==> src/core/lcd_display_control_regs.vh <==
// Purpose: register offsets, fields, reset values of display control group
// Assumes: byte-wide register port at the documented direct addresses
// Notes:   included by the design files only
`ifndef LCD_DISPLAY_CONTROL_REGS_VH
`define LCD_DISPLAY_CONTROL_REGS_VH
`define ADDR_DISPLAY_ON_CONTROL   16'h8009
`define ADDR_BLOCK_ATTRIBUTES     16'h800a
`define ADDR_BLOCK1_START_LOW     16'h800b
`define ADDR_BLOCK1_START_HIGH    16'h800c
`define RESET_BYTE                8'h00
`define DISPLAY_ENABLE_BIT        0
`define ATTR_BLOCK3_HI            7
`define ATTR_BLOCK3_LO            6
`define ATTR_BLOCK2_HI            5
`define ATTR_BLOCK2_LO            4
`define ATTR_BLOCK1_HI            3
`define ATTR_BLOCK1_LO            2
`define ATTR_CURSOR_HI            1
`define ATTR_CURSOR_LO            0
`define ATTR_BLANK                2'h0
`define ATTR_STEADY               2'h1
`define ATTR_FLASH_SLOW           2'h2
`define ATTR_FLASH_FAST           2'h3
`define FRAME_COUNT_WIDTH         6
`define FLASH_DIV_SLOW_BIT        4
`define FLASH_DIV_FAST_BIT        1
`define CURSOR_SLOW_PERIOD        6'h1f
`define CURSOR_SLOW_ON_LIMIT      6'h16
`define CURSOR_FAST_ON_LIMIT      6'h2c
`define SCROLL_FIRST_OFFSET       8'h0b
`define SCROLL_LAST_OFFSET        8'h14
`define DISPLAY_SWITCH_PARAM      8'h0a
`define ADDR_PAGE                 8'h80
`define SEL_NONE                  4'h0
`define SEL_DISPLAY_ON            4'h1
`define SEL_ATTRIBUTES            4'h2
`define SEL_START_LOW             4'h4
`define SEL_START_HIGH            4'h8
`define SEL_BIT_DISPLAY_ON        0
`define SEL_BIT_ATTRIBUTES        1
`define SEL_BIT_START_LOW         2
`define SEL_BIT_START_HIGH        3
`endif

==> src/core/flash_phase_gen.v <==
// Purpose: blink phases derived from a free-running frame counter
// Assumes: frame_tick is a one-cycle pulse at each frame boundary
// Notes:   phases change only on a frame tick
`timescale 1ns/100ps
`include "lcd_display_control_regs.vh"
module flash_phase_gen (
	input  wire clk,
	input  wire rst_n,
	input  wire frame_tick,
	output reg  block_fast_on,
	output reg  block_slow_on,
	output reg  cursor_slow_on,
	output reg  cursor_fast_on
);
	reg [`FRAME_COUNT_WIDTH-1:0] frame_count_r;
	wire [`FRAME_COUNT_WIDTH-1:0] frame_count_nxt;

	assign frame_count_nxt = frame_count_r + 6'h01;

	always @(posedge clk or negedge rst_n) begin
		if (!rst_n) begin
			frame_count_r  <= 6'h00;
			block_fast_on  <= 1'b0;
			block_slow_on  <= 1'b0;
			cursor_slow_on <= 1'b0;
			cursor_fast_on <= 1'b0;
		end else if (frame_tick) begin
			frame_count_r <= frame_count_nxt;
			// Half-duty square waves: /4 and /32 of frame rate
			block_fast_on <= ~frame_count_nxt[`FLASH_DIV_FAST_BIT];
			block_slow_on <= ~frame_count_nxt[`FLASH_DIV_SLOW_BIT];
			// 70 percent on: 22 of 32 frames, 44 of 64 frames
			cursor_slow_on <= ((frame_count_nxt & `CURSOR_SLOW_PERIOD)
				< `CURSOR_SLOW_ON_LIMIT);
			cursor_fast_on <= (frame_count_nxt < `CURSOR_FAST_ON_LIMIT);
		end
	end
endmodule // flash_phase_gen

==> src/core/lcd_display_control_regs.v <==
// Purpose: display enable, block/cursor attributes, block 1 start address
// Assumes: host byte port at direct addresses; strobes are synchronous
// Notes:   indirect command parameter loads use the same write path
//
// Contract
// - Enable bit 0 low turns all LCD output off, high turns it on.
// - Display off blanks everything regardless of block and cursor attributes.
// - Bits 7-6 block 3: blank, steady, flash /32, flash /4.
// - Bits 5-4 block 2, and block 4 too in dual panel mode.
// - Bits 3-2 block 1 with the same four-way encoding.
// - Bits 1-0 cursor: blank, steady, flash /32, flash /64.
// - Flashing cursor shows 70 percent, hides 30 percent of each period.
// - Memory write with cursor disabled re-enables it and advances it; here any register write in the same cycle blocks the re-enable.
// - Memory read advances cursor but does not re-enable it.
// - Block 1 start address is 16 bits, low at 0Bh, high at 0Ch.
// - Display switch command loads attribute register contents as parameters.
// - Scroll command sends offsets 0Bh to 14h as its parameters.
// - After reset all these registers read zero and are read/write.
// - Low byte first; start address changes only when high byte written.
// - Entering power save clears the display enable bit.
`timescale 1ns/100ps
`include "lcd_display_control_regs.vh"
module lcd_display_control_regs (
	input  wire        clk,
	input  wire        rst_n,
	input  wire [15:0] reg_addr,
	input  wire [7:0]  reg_wdata,
	input  wire        reg_wr,
	input  wire        reg_rd,
	input  wire        cmd_param_wr,
	input  wire [7:0]  cmd_param_offset,
	input  wire        power_save_enter,
	input  wire        dual_panel,
	input  wire        frame_tick,
	input  wire        mem_write,
	input  wire        mem_read,
	output reg  [7:0]  reg_rdata,
	output reg         display_on,
	output reg         block1_visible,
	output reg         block2_visible,
	output reg         block3_visible,
	output reg         block4_visible,
	output reg         cursor_visible,
	output reg         cursor_advance,
	output reg  [15:0] block1_start_address
);
	reg        display_on_control_r;
	reg [7:0]  block_and_cursor_attributes_r;
	reg [7:0]  block1_start_addr_low_r;
	reg [7:0]  block1_start_addr_high_r;
	reg [7:0]  read_mux;
	reg [15:0] wr_target;

	wire       block_fast_on;
	wire       block_slow_on;
	wire       cursor_slow_on;
	wire       cursor_fast_on;
	wire       wr_any;
	wire [3:0] wr_sel;
	wire [3:0] rd_sel;
	wire       cursor_blank;
	wire       cursor_revive;
	wire       block1_visible_nxt;
	wire       block2_visible_nxt;
	wire       block3_visible_nxt;
	wire       block4_visible_nxt;
	wire       cursor_visible_nxt;

	// Shared by block attribute decoding
	function attr_visible;
		input [1:0] attr;
		input       fast_on;
		input       slow_on;
		begin
			case (attr)
				`ATTR_BLANK:      attr_visible = 1'b0;
				`ATTR_STEADY:     attr_visible = 1'b1;
				`ATTR_FLASH_SLOW: attr_visible = slow_on;
				`ATTR_FLASH_FAST: attr_visible = fast_on;
				default:          attr_visible = 1'b0;
			endcase
		end
	endfunction

	// One decoder serves writes and reads, so the two maps cannot drift
	function [3:0] reg_select;
		input [15:0] addr;
		begin
			case (addr)
				`ADDR_DISPLAY_ON_CONTROL: reg_select = `SEL_DISPLAY_ON;
				`ADDR_BLOCK_ATTRIBUTES:   reg_select = `SEL_ATTRIBUTES;
				`ADDR_BLOCK1_START_LOW:   reg_select = `SEL_START_LOW;
				`ADDR_BLOCK1_START_HIGH:  reg_select = `SEL_START_HIGH;
				default:                  reg_select = `SEL_NONE;
			endcase
		end
	endfunction

	// Phases run on every frame whether or not anything is shown
	flash_phase_gen u_flash (
		.clk            (clk),
		.rst_n          (rst_n),
		.frame_tick     (frame_tick),
		.block_fast_on  (block_fast_on),
		.block_slow_on  (block_slow_on),
		.cursor_slow_on (cursor_slow_on),
		.cursor_fast_on (cursor_fast_on)
	);

	// Indirect parameters land on the same registers as direct writes
	always @* begin
		wr_target = reg_addr;
		if (cmd_param_wr)
			wr_target = {`ADDR_PAGE, cmd_param_offset};
	end
	assign wr_any = reg_wr | cmd_param_wr;
	// Unmapped targets select nothing, so such writes fall away
	assign wr_sel = wr_any ? reg_select(wr_target) : `SEL_NONE;
	assign rd_sel = reg_select(reg_addr);
	assign cursor_blank =
		(block_and_cursor_attributes_r[`ATTR_CURSOR_HI:`ATTR_CURSOR_LO]
		== `ATTR_BLANK);
	// Any register write in the same cycle cancels the cursor revival
	assign cursor_revive = mem_write & ~wr_any & cursor_blank;

	// Every block and the cursor gated by the enable bit
	assign block1_visible_nxt = display_on_control_r & attr_visible(
		block_and_cursor_attributes_r[`ATTR_BLOCK1_HI:`ATTR_BLOCK1_LO],
		block_fast_on, block_slow_on);
	assign block2_visible_nxt = display_on_control_r & attr_visible(
		block_and_cursor_attributes_r[`ATTR_BLOCK2_HI:`ATTR_BLOCK2_LO],
		block_fast_on, block_slow_on);
	assign block3_visible_nxt = display_on_control_r & attr_visible(
		block_and_cursor_attributes_r[`ATTR_BLOCK3_HI:`ATTR_BLOCK3_LO],
		block_fast_on, block_slow_on);
	// Block 4 exists only on a dual panel and has no field of its own
	assign block4_visible_nxt = dual_panel & block2_visible_nxt;
	// Cursor fast setting is the /64 rate, unlike the blocks
	assign cursor_visible_nxt = display_on_control_r & attr_visible(
		block_and_cursor_attributes_r[`ATTR_CURSOR_HI:`ATTR_CURSOR_LO],
		cursor_fast_on, cursor_slow_on);

	// Power save wins over a simultaneous enable write
	always @(posedge clk or negedge rst_n) begin
		if (!rst_n) begin
			display_on_control_r <= 1'b0;
		end else if (power_save_enter) begin
			display_on_control_r <= 1'b0;
		end else if (wr_sel[`SEL_BIT_DISPLAY_ON]) begin
			display_on_control_r <= reg_wdata[`DISPLAY_ENABLE_BIT];
		end
	end

	// Memory write revives a blanked cursor as steady
	always @(posedge clk or negedge rst_n) begin
		if (!rst_n) begin
			block_and_cursor_attributes_r <= `RESET_BYTE;
		end else if (wr_sel[`SEL_BIT_ATTRIBUTES]) begin
			block_and_cursor_attributes_r <= reg_wdata;
		end else if (cursor_revive) begin
			block_and_cursor_attributes_r[`ATTR_CURSOR_HI:`ATTR_CURSOR_LO]
				<= `ATTR_STEADY;
		end
	end

	always @(posedge clk or negedge rst_n) begin
		if (!rst_n) begin
			block1_start_addr_low_r <= `RESET_BYTE;
		end else if (wr_sel[`SEL_BIT_START_LOW]) begin
			block1_start_addr_low_r <= reg_wdata;
		end
	end

	// Low byte alone never moves the live address
	always @(posedge clk or negedge rst_n) begin
		if (!rst_n) begin
			block1_start_addr_high_r <= `RESET_BYTE;
			block1_start_address     <= {`RESET_BYTE, `RESET_BYTE};
		end else if (wr_sel[`SEL_BIT_START_HIGH]) begin
			block1_start_addr_high_r <= reg_wdata;
			block1_start_address     <=
				{reg_wdata, block1_start_addr_low_r};
		end
	end

	// Enable register shows only its one bit, upper bits read zero
	always @* begin
		read_mux = `RESET_BYTE;
		if (rd_sel[`SEL_BIT_DISPLAY_ON])
			read_mux = {7'h00, display_on_control_r};
		if (rd_sel[`SEL_BIT_ATTRIBUTES])
			read_mux = block_and_cursor_attributes_r;
		if (rd_sel[`SEL_BIT_START_LOW])
			read_mux = block1_start_addr_low_r;
		if (rd_sel[`SEL_BIT_START_HIGH])
			read_mux = block1_start_addr_high_r;
	end

	always @(posedge clk or negedge rst_n) begin
		if (!rst_n) begin
			reg_rdata      <= `RESET_BYTE;
			display_on     <= 1'b0;
			block1_visible <= 1'b0;
			block2_visible <= 1'b0;
			block3_visible <= 1'b0;
			block4_visible <= 1'b0;
			cursor_visible <= 1'b0;
			cursor_advance <= 1'b0;
		end else begin
			if (reg_rd)
				reg_rdata <= read_mux;
			display_on <= display_on_control_r;
			block1_visible <= block1_visible_nxt;
			block2_visible <= block2_visible_nxt;
			block3_visible <= block3_visible_nxt;
			block4_visible <= block4_visible_nxt;
			cursor_visible <= cursor_visible_nxt;
			// Every access advances; only writes revive the cursor
			cursor_advance <= mem_write | mem_read;
		end
	end
endmodule // lcd_display_control_regs

==> config.mk <==
export PLATFORM = sky130hd
export DESIGN_NAME = lcd_display_control_regs
export DESIGN_NICKNAME = d
export VERILOG_FILES = /design/src/core/flash_phase_gen.v /design/src/core/lcd_display_control_regs.v
export VERILOG_INCLUDE_DIRS = /design/src /design/src/core
export SDC_FILE = /design/constraint.sdc
export NUM_CORES = 1
export LEC_CHECK = 0
export BUFFER_PORTS_ARGS = -buffer_cell sky130_fd_sc_hd__buf_2
export CORE_ASPECT_RATIO = 1.4
export CORE_MARGIN = 3
export CORE_UTILIZATION = 35
export CTS_BUF_LIST = sky130_fd_sc_hd__clkbuf_2
export DETAILED_ROUTE_END_ITERATION = 10
export PLACE_DENSITY = 0.6
export SLEW_MARGIN = 10
export SYNTH_ARGS = -nofsm -noshare
export SYNTH_HDL_FRONTEND = slang
export SYNTH_SLANG_ARGS = --single-unit
==> constraint.sdc <==
create_clock -name clk -period 1.64 [get_ports clk]
set_input_delay 0 -clock clk [delete_from_list [all_inputs] [get_ports clk]]
set_output_delay 0 -clock clk [all_outputs]
set_load 0.02 [all_outputs]
==> summary.txt <==
Run status
  – Status: complete, but fails checks
  – Violated checks: negative setup slack

Setup path
  – Worst setup path class: primary input to register
  – CP Depth: 6
  – CP dominant cell by count: or4_4
  – Critical Path AT: 2110 ps
  – CP Launch Type: primary input
  – Worst Path Required: 2030 ps
  – Worst path buffer plus inverter count: 2
  – Worst path slowest cell: or4_4
  – Top cell family by delay on the critical path: simple AND/OR/NAND/NOR gates
  – R2R cell count: 6
  – Crit. End Element: register
  – CP peak stage delay: 570 ps
  – Critical Path, Cell by Cell: buf_6 > or4_4 > or4_4 > a2111oi_4 > buf_12 > mux2_2
  – Crit Path Max Fanout: 16

Finish
  – Layout cell share with drive strength beyond 1: 46.3%
  – Commonest non-fill, non-tap cell in the layout: buf_2
  – Layout Area Growth over Synthesis: 41.5%
  – # diodes: 0
  – Most frequent cells in the layout: buf_2 (71), dfrtp_1 (56), dlygate4sd3_1 (24), buf_4 (23), mux2_2 (17)
  – Fillcell total: 682
  – Final #Nets: 393

Drt
  – Initial DRC count: 73
  – Met2 WL: 3620 µm
  – Met3 wire length: 373 µm
  – Vias/cell: 5.02
  – M1 WL: 2860 µm
  – Via count: 2,263
  – WL/cell: 15.4 µm
  – Top layer used by detailed routing: met4
  – DRT Wirelength: 6940 µm
  – Antenna Violating Nets Remaining: 0
  – TritonRoute pass-1 iters: 4
  – DRC viols: 0

Floorplanning
  – Die X-Extent: 81.2 µm
  – Row Count: 37
  – Chip height: 111 µm
  – Initial core utilization: 36.8%
  – Std-Cell Core Area: 7550 µm²
  – Num ports: 73
  – Die footprint: 9040 µm²

Logic synthesis
  – Synthesized area: 2770 µm²
  – Post-synthesis cell count: 224
  – Distinct cells, synth: 46
  – Synth warn: 0
  – Avg Inst Size Synth: 12.4 µm²
  – Top-area cell type share of the netlist area: 52.3%
  – Post-synth EDFFs: 0
  – Yosys reg bits: 58
  – Synth area leader: dfrtp_1
  – Top_reg_cell synth: dfrtp_1
  – Sequential area share after synthesis: 52.3%
  – Synth area leaders: dfrtp_1 (52%), mux2_2 (9.7%), mux2_4 (4.9%), mux2i_1 (3.2%), o21ai_0 (2.3%)
  – Asr flop ratio synth: 100%
  – Synthesized Nets: 267

Clock tree
  – CTS max path bufs: 2
  – CTS tree: yes
  – CTS Sinks: 58
  – Worst-skew pair later-pin latency: 480 ps
  – H-tree levels: 3
  – CTS Buf Count: 9
  – Root Driver: clkbuf_2
  – Clock Pin Slew Worst Setup and Hold Paths: 170 ps

Power and ir drop
  – Peak VDD IR: 0.625 mV
  – Seq pwr share: 46.1%
  – Sw frac: 29.4%
  – Switching pwr: 1.09 mW
  – Pwr Density: 941 nW/µm²
  – LEAKAGE: 1.86 nW
  – Int Pwr: 2.61 mW
  – Comb pwr share: 26.6%
  – Power Total: 3.69 mW
  – Clock power frac: 27.3%

Timing
  – Max-slew headroom: 63.3%
  – Fin crit period: 1730 ps
  – Slew Limit Fails: 0
  – Final Hold Vio Count: 0
  – Achievable Freq: 579 MHz
  – Tightest Pin Transition: 548 ps
  – RSZ-0062 raised after global routing: yes
  – Worst Skew: 17.0 ps
  – Worst Hold Slack: 62.7 ps
  – Worst Setup Slack, final: -86.6 ps
  – Final setup fails: 20
  – Final period util: 105%

Placement
  – GPL Wtd Cong: 0.813
  – Post-DP HPWL: 4840 µm
  – Buffers on Ports: 72

Min path
  – HP Class: primary input to register
  – Hold Path Depth: 4

Job
  – Max-Cap Viols: 0

Global route
  – First-pass GRT wire length: 11,500 µm
  – Vias in the first global route: 2,316
  – Grt ovf: 0
  – Largest net degree at the start of global routing: 59
  – All-layer global routing usage: 16.7%
  – Initial antenna violation count: 0
[routing by layer]
metal | up-vias | global-route usage, %
met3 | 6 | 4.85
met2 | 60 | 27.6
met1 | 1110 | 20.2
li1 | 1087 | -
met5 | - | 0
met4 | 0 | 6.76
[through the flow]
| stage | TNS (ps) | area [µm²] | worst slack, ps | instances | utilization, % |
|---|---|---|---|---|---|
| 4_1_cts | -223 | 3880 | -40.1 | 450 | 51.4 |
| 6_report | -859 | 3920 | -86.6 | 451 | 52.0 |
| 2_1_floorplan | -21700 | 2820 | -791 | 224 | - |
| 3_5_place_dp | -18160 | 3480 | -626 | 410 | 46.2 |
| 5_1_grt | -286 | 3920 | -59.9 | 451 | 52.0 |
| 3_3_place_gp | -17730 | 3480 | -607 | 410 | 46.2 |
[Yosys cell counts (2+ instances only)]
master      n
a2111oi_4   2
a21oi_1     8
a22oi_1     7
a31o_2      2
a31oi_1     3
a32oi_1     7
and2_1      2
and3_1      2
and3b_1     2
buf_6       2
clkbuf_1    5
dfrtp_1    58
inv_1      11
mux2_2     24
mux2_4      9
mux2i_1     9
nand2_1     9
nand2b_1    4
nand3_1     3
nand3b_1    4
nor2_1      5
nor2b_1     2
nor4_1      3
o211ai_1    2
o21ai_0    13
or4_1       2
xnor2_1     4
xor2_1      2
[logic make-up after synthesis]
logic type,Yosys count,share of synthesized area [%]
buffers and inverters,20,3.29
AO/OA/AOI/OAI,50,13.6
multiplexers,42,17.9
adder cells (fa/ha/maj),1,0.451
flip-flops,58,52.3
XOR/XNOR,6,1.89
AND/OR/NAND/NOR,47,10.6
[path summary, 6_finish.rpt]
check,slack (ps),start,to
worst max-delay path,-90,reg_addr[4],block1_start_address[4]
worst min-delay path,60,reg_addr[1],reg_rdata[0]
worst max register to register,160,u_flash.frame_count_r[1],u_flash.cursor_fast_on
worst min register to register,470,display_on_control_r,display_on
max in group asynchronous,770,rst_n,cursor_advance
min in group asynchronous,600,rst_n,block4_visible
[layout make-up]
cell class                 count  area, µm²  area share (%)
multi-input combinational    146       1320            33.5
tap                           97        121            3.09
sequential                    58       1450            37.1
clock inverter                 6       82.6            2.10
inverter                      12       45.0            1.15
timing repair buffer         123        860            21.9
clock buffer                   9       45.0            1.15
[worst register-to-register path: cells and delay by family, from the launching register on]
family / cells / cell delay (ps)
fa+ha+maj: 1 / 170
compound gates: 3 / 480
flops: 1 / 450
simple gates: 1 / 130
buf+inv: 1 / 150
[power by group through the flow]
stage	sequential, mW	clock [mW]	combinational, mW
4_1_cts	1.70	1.05	0.986
3_5_place_dp	1.73	0	0.938
6_report	1.70	1.01	0.983
5_1_grt	1.73	1.12	1.11
3_3_place_gp	1.72	0	0.923
2_1_floorplan	1.75	0	0.577
[timing repair]
item,4_1_cts,5_1_grt
pin swaps,1,2
gates resized for setup,5,11
hold buffers,24,0
endpoints found under the hold margin,101,0
endpoints found under the setup margin,17,24
setup buffers,1,1
[flip-flops by register name, summed over array words and instances (netlist names)]
signal / cells
reg_rdata: 8
u_flash.cursor_slow_on: 1
block3_visible: 1
block1_start_addr_low_r: 8
u_flash.cursor_fast_on: 1
block4_visible: 1
block2_visible: 1
cursor_advance: 1
block_and_cursor_attributes_r: 8
block1_visible: 1
display_on_control_r: 1
u_flash.frame_count_r: 6
u_flash.block_slow_on: 1
u_flash.block_fast_on: 1
cursor_visible: 1
block1_start_address: 16
display_on: 1
Note: power is estimated with default switching activity, not from simulation.
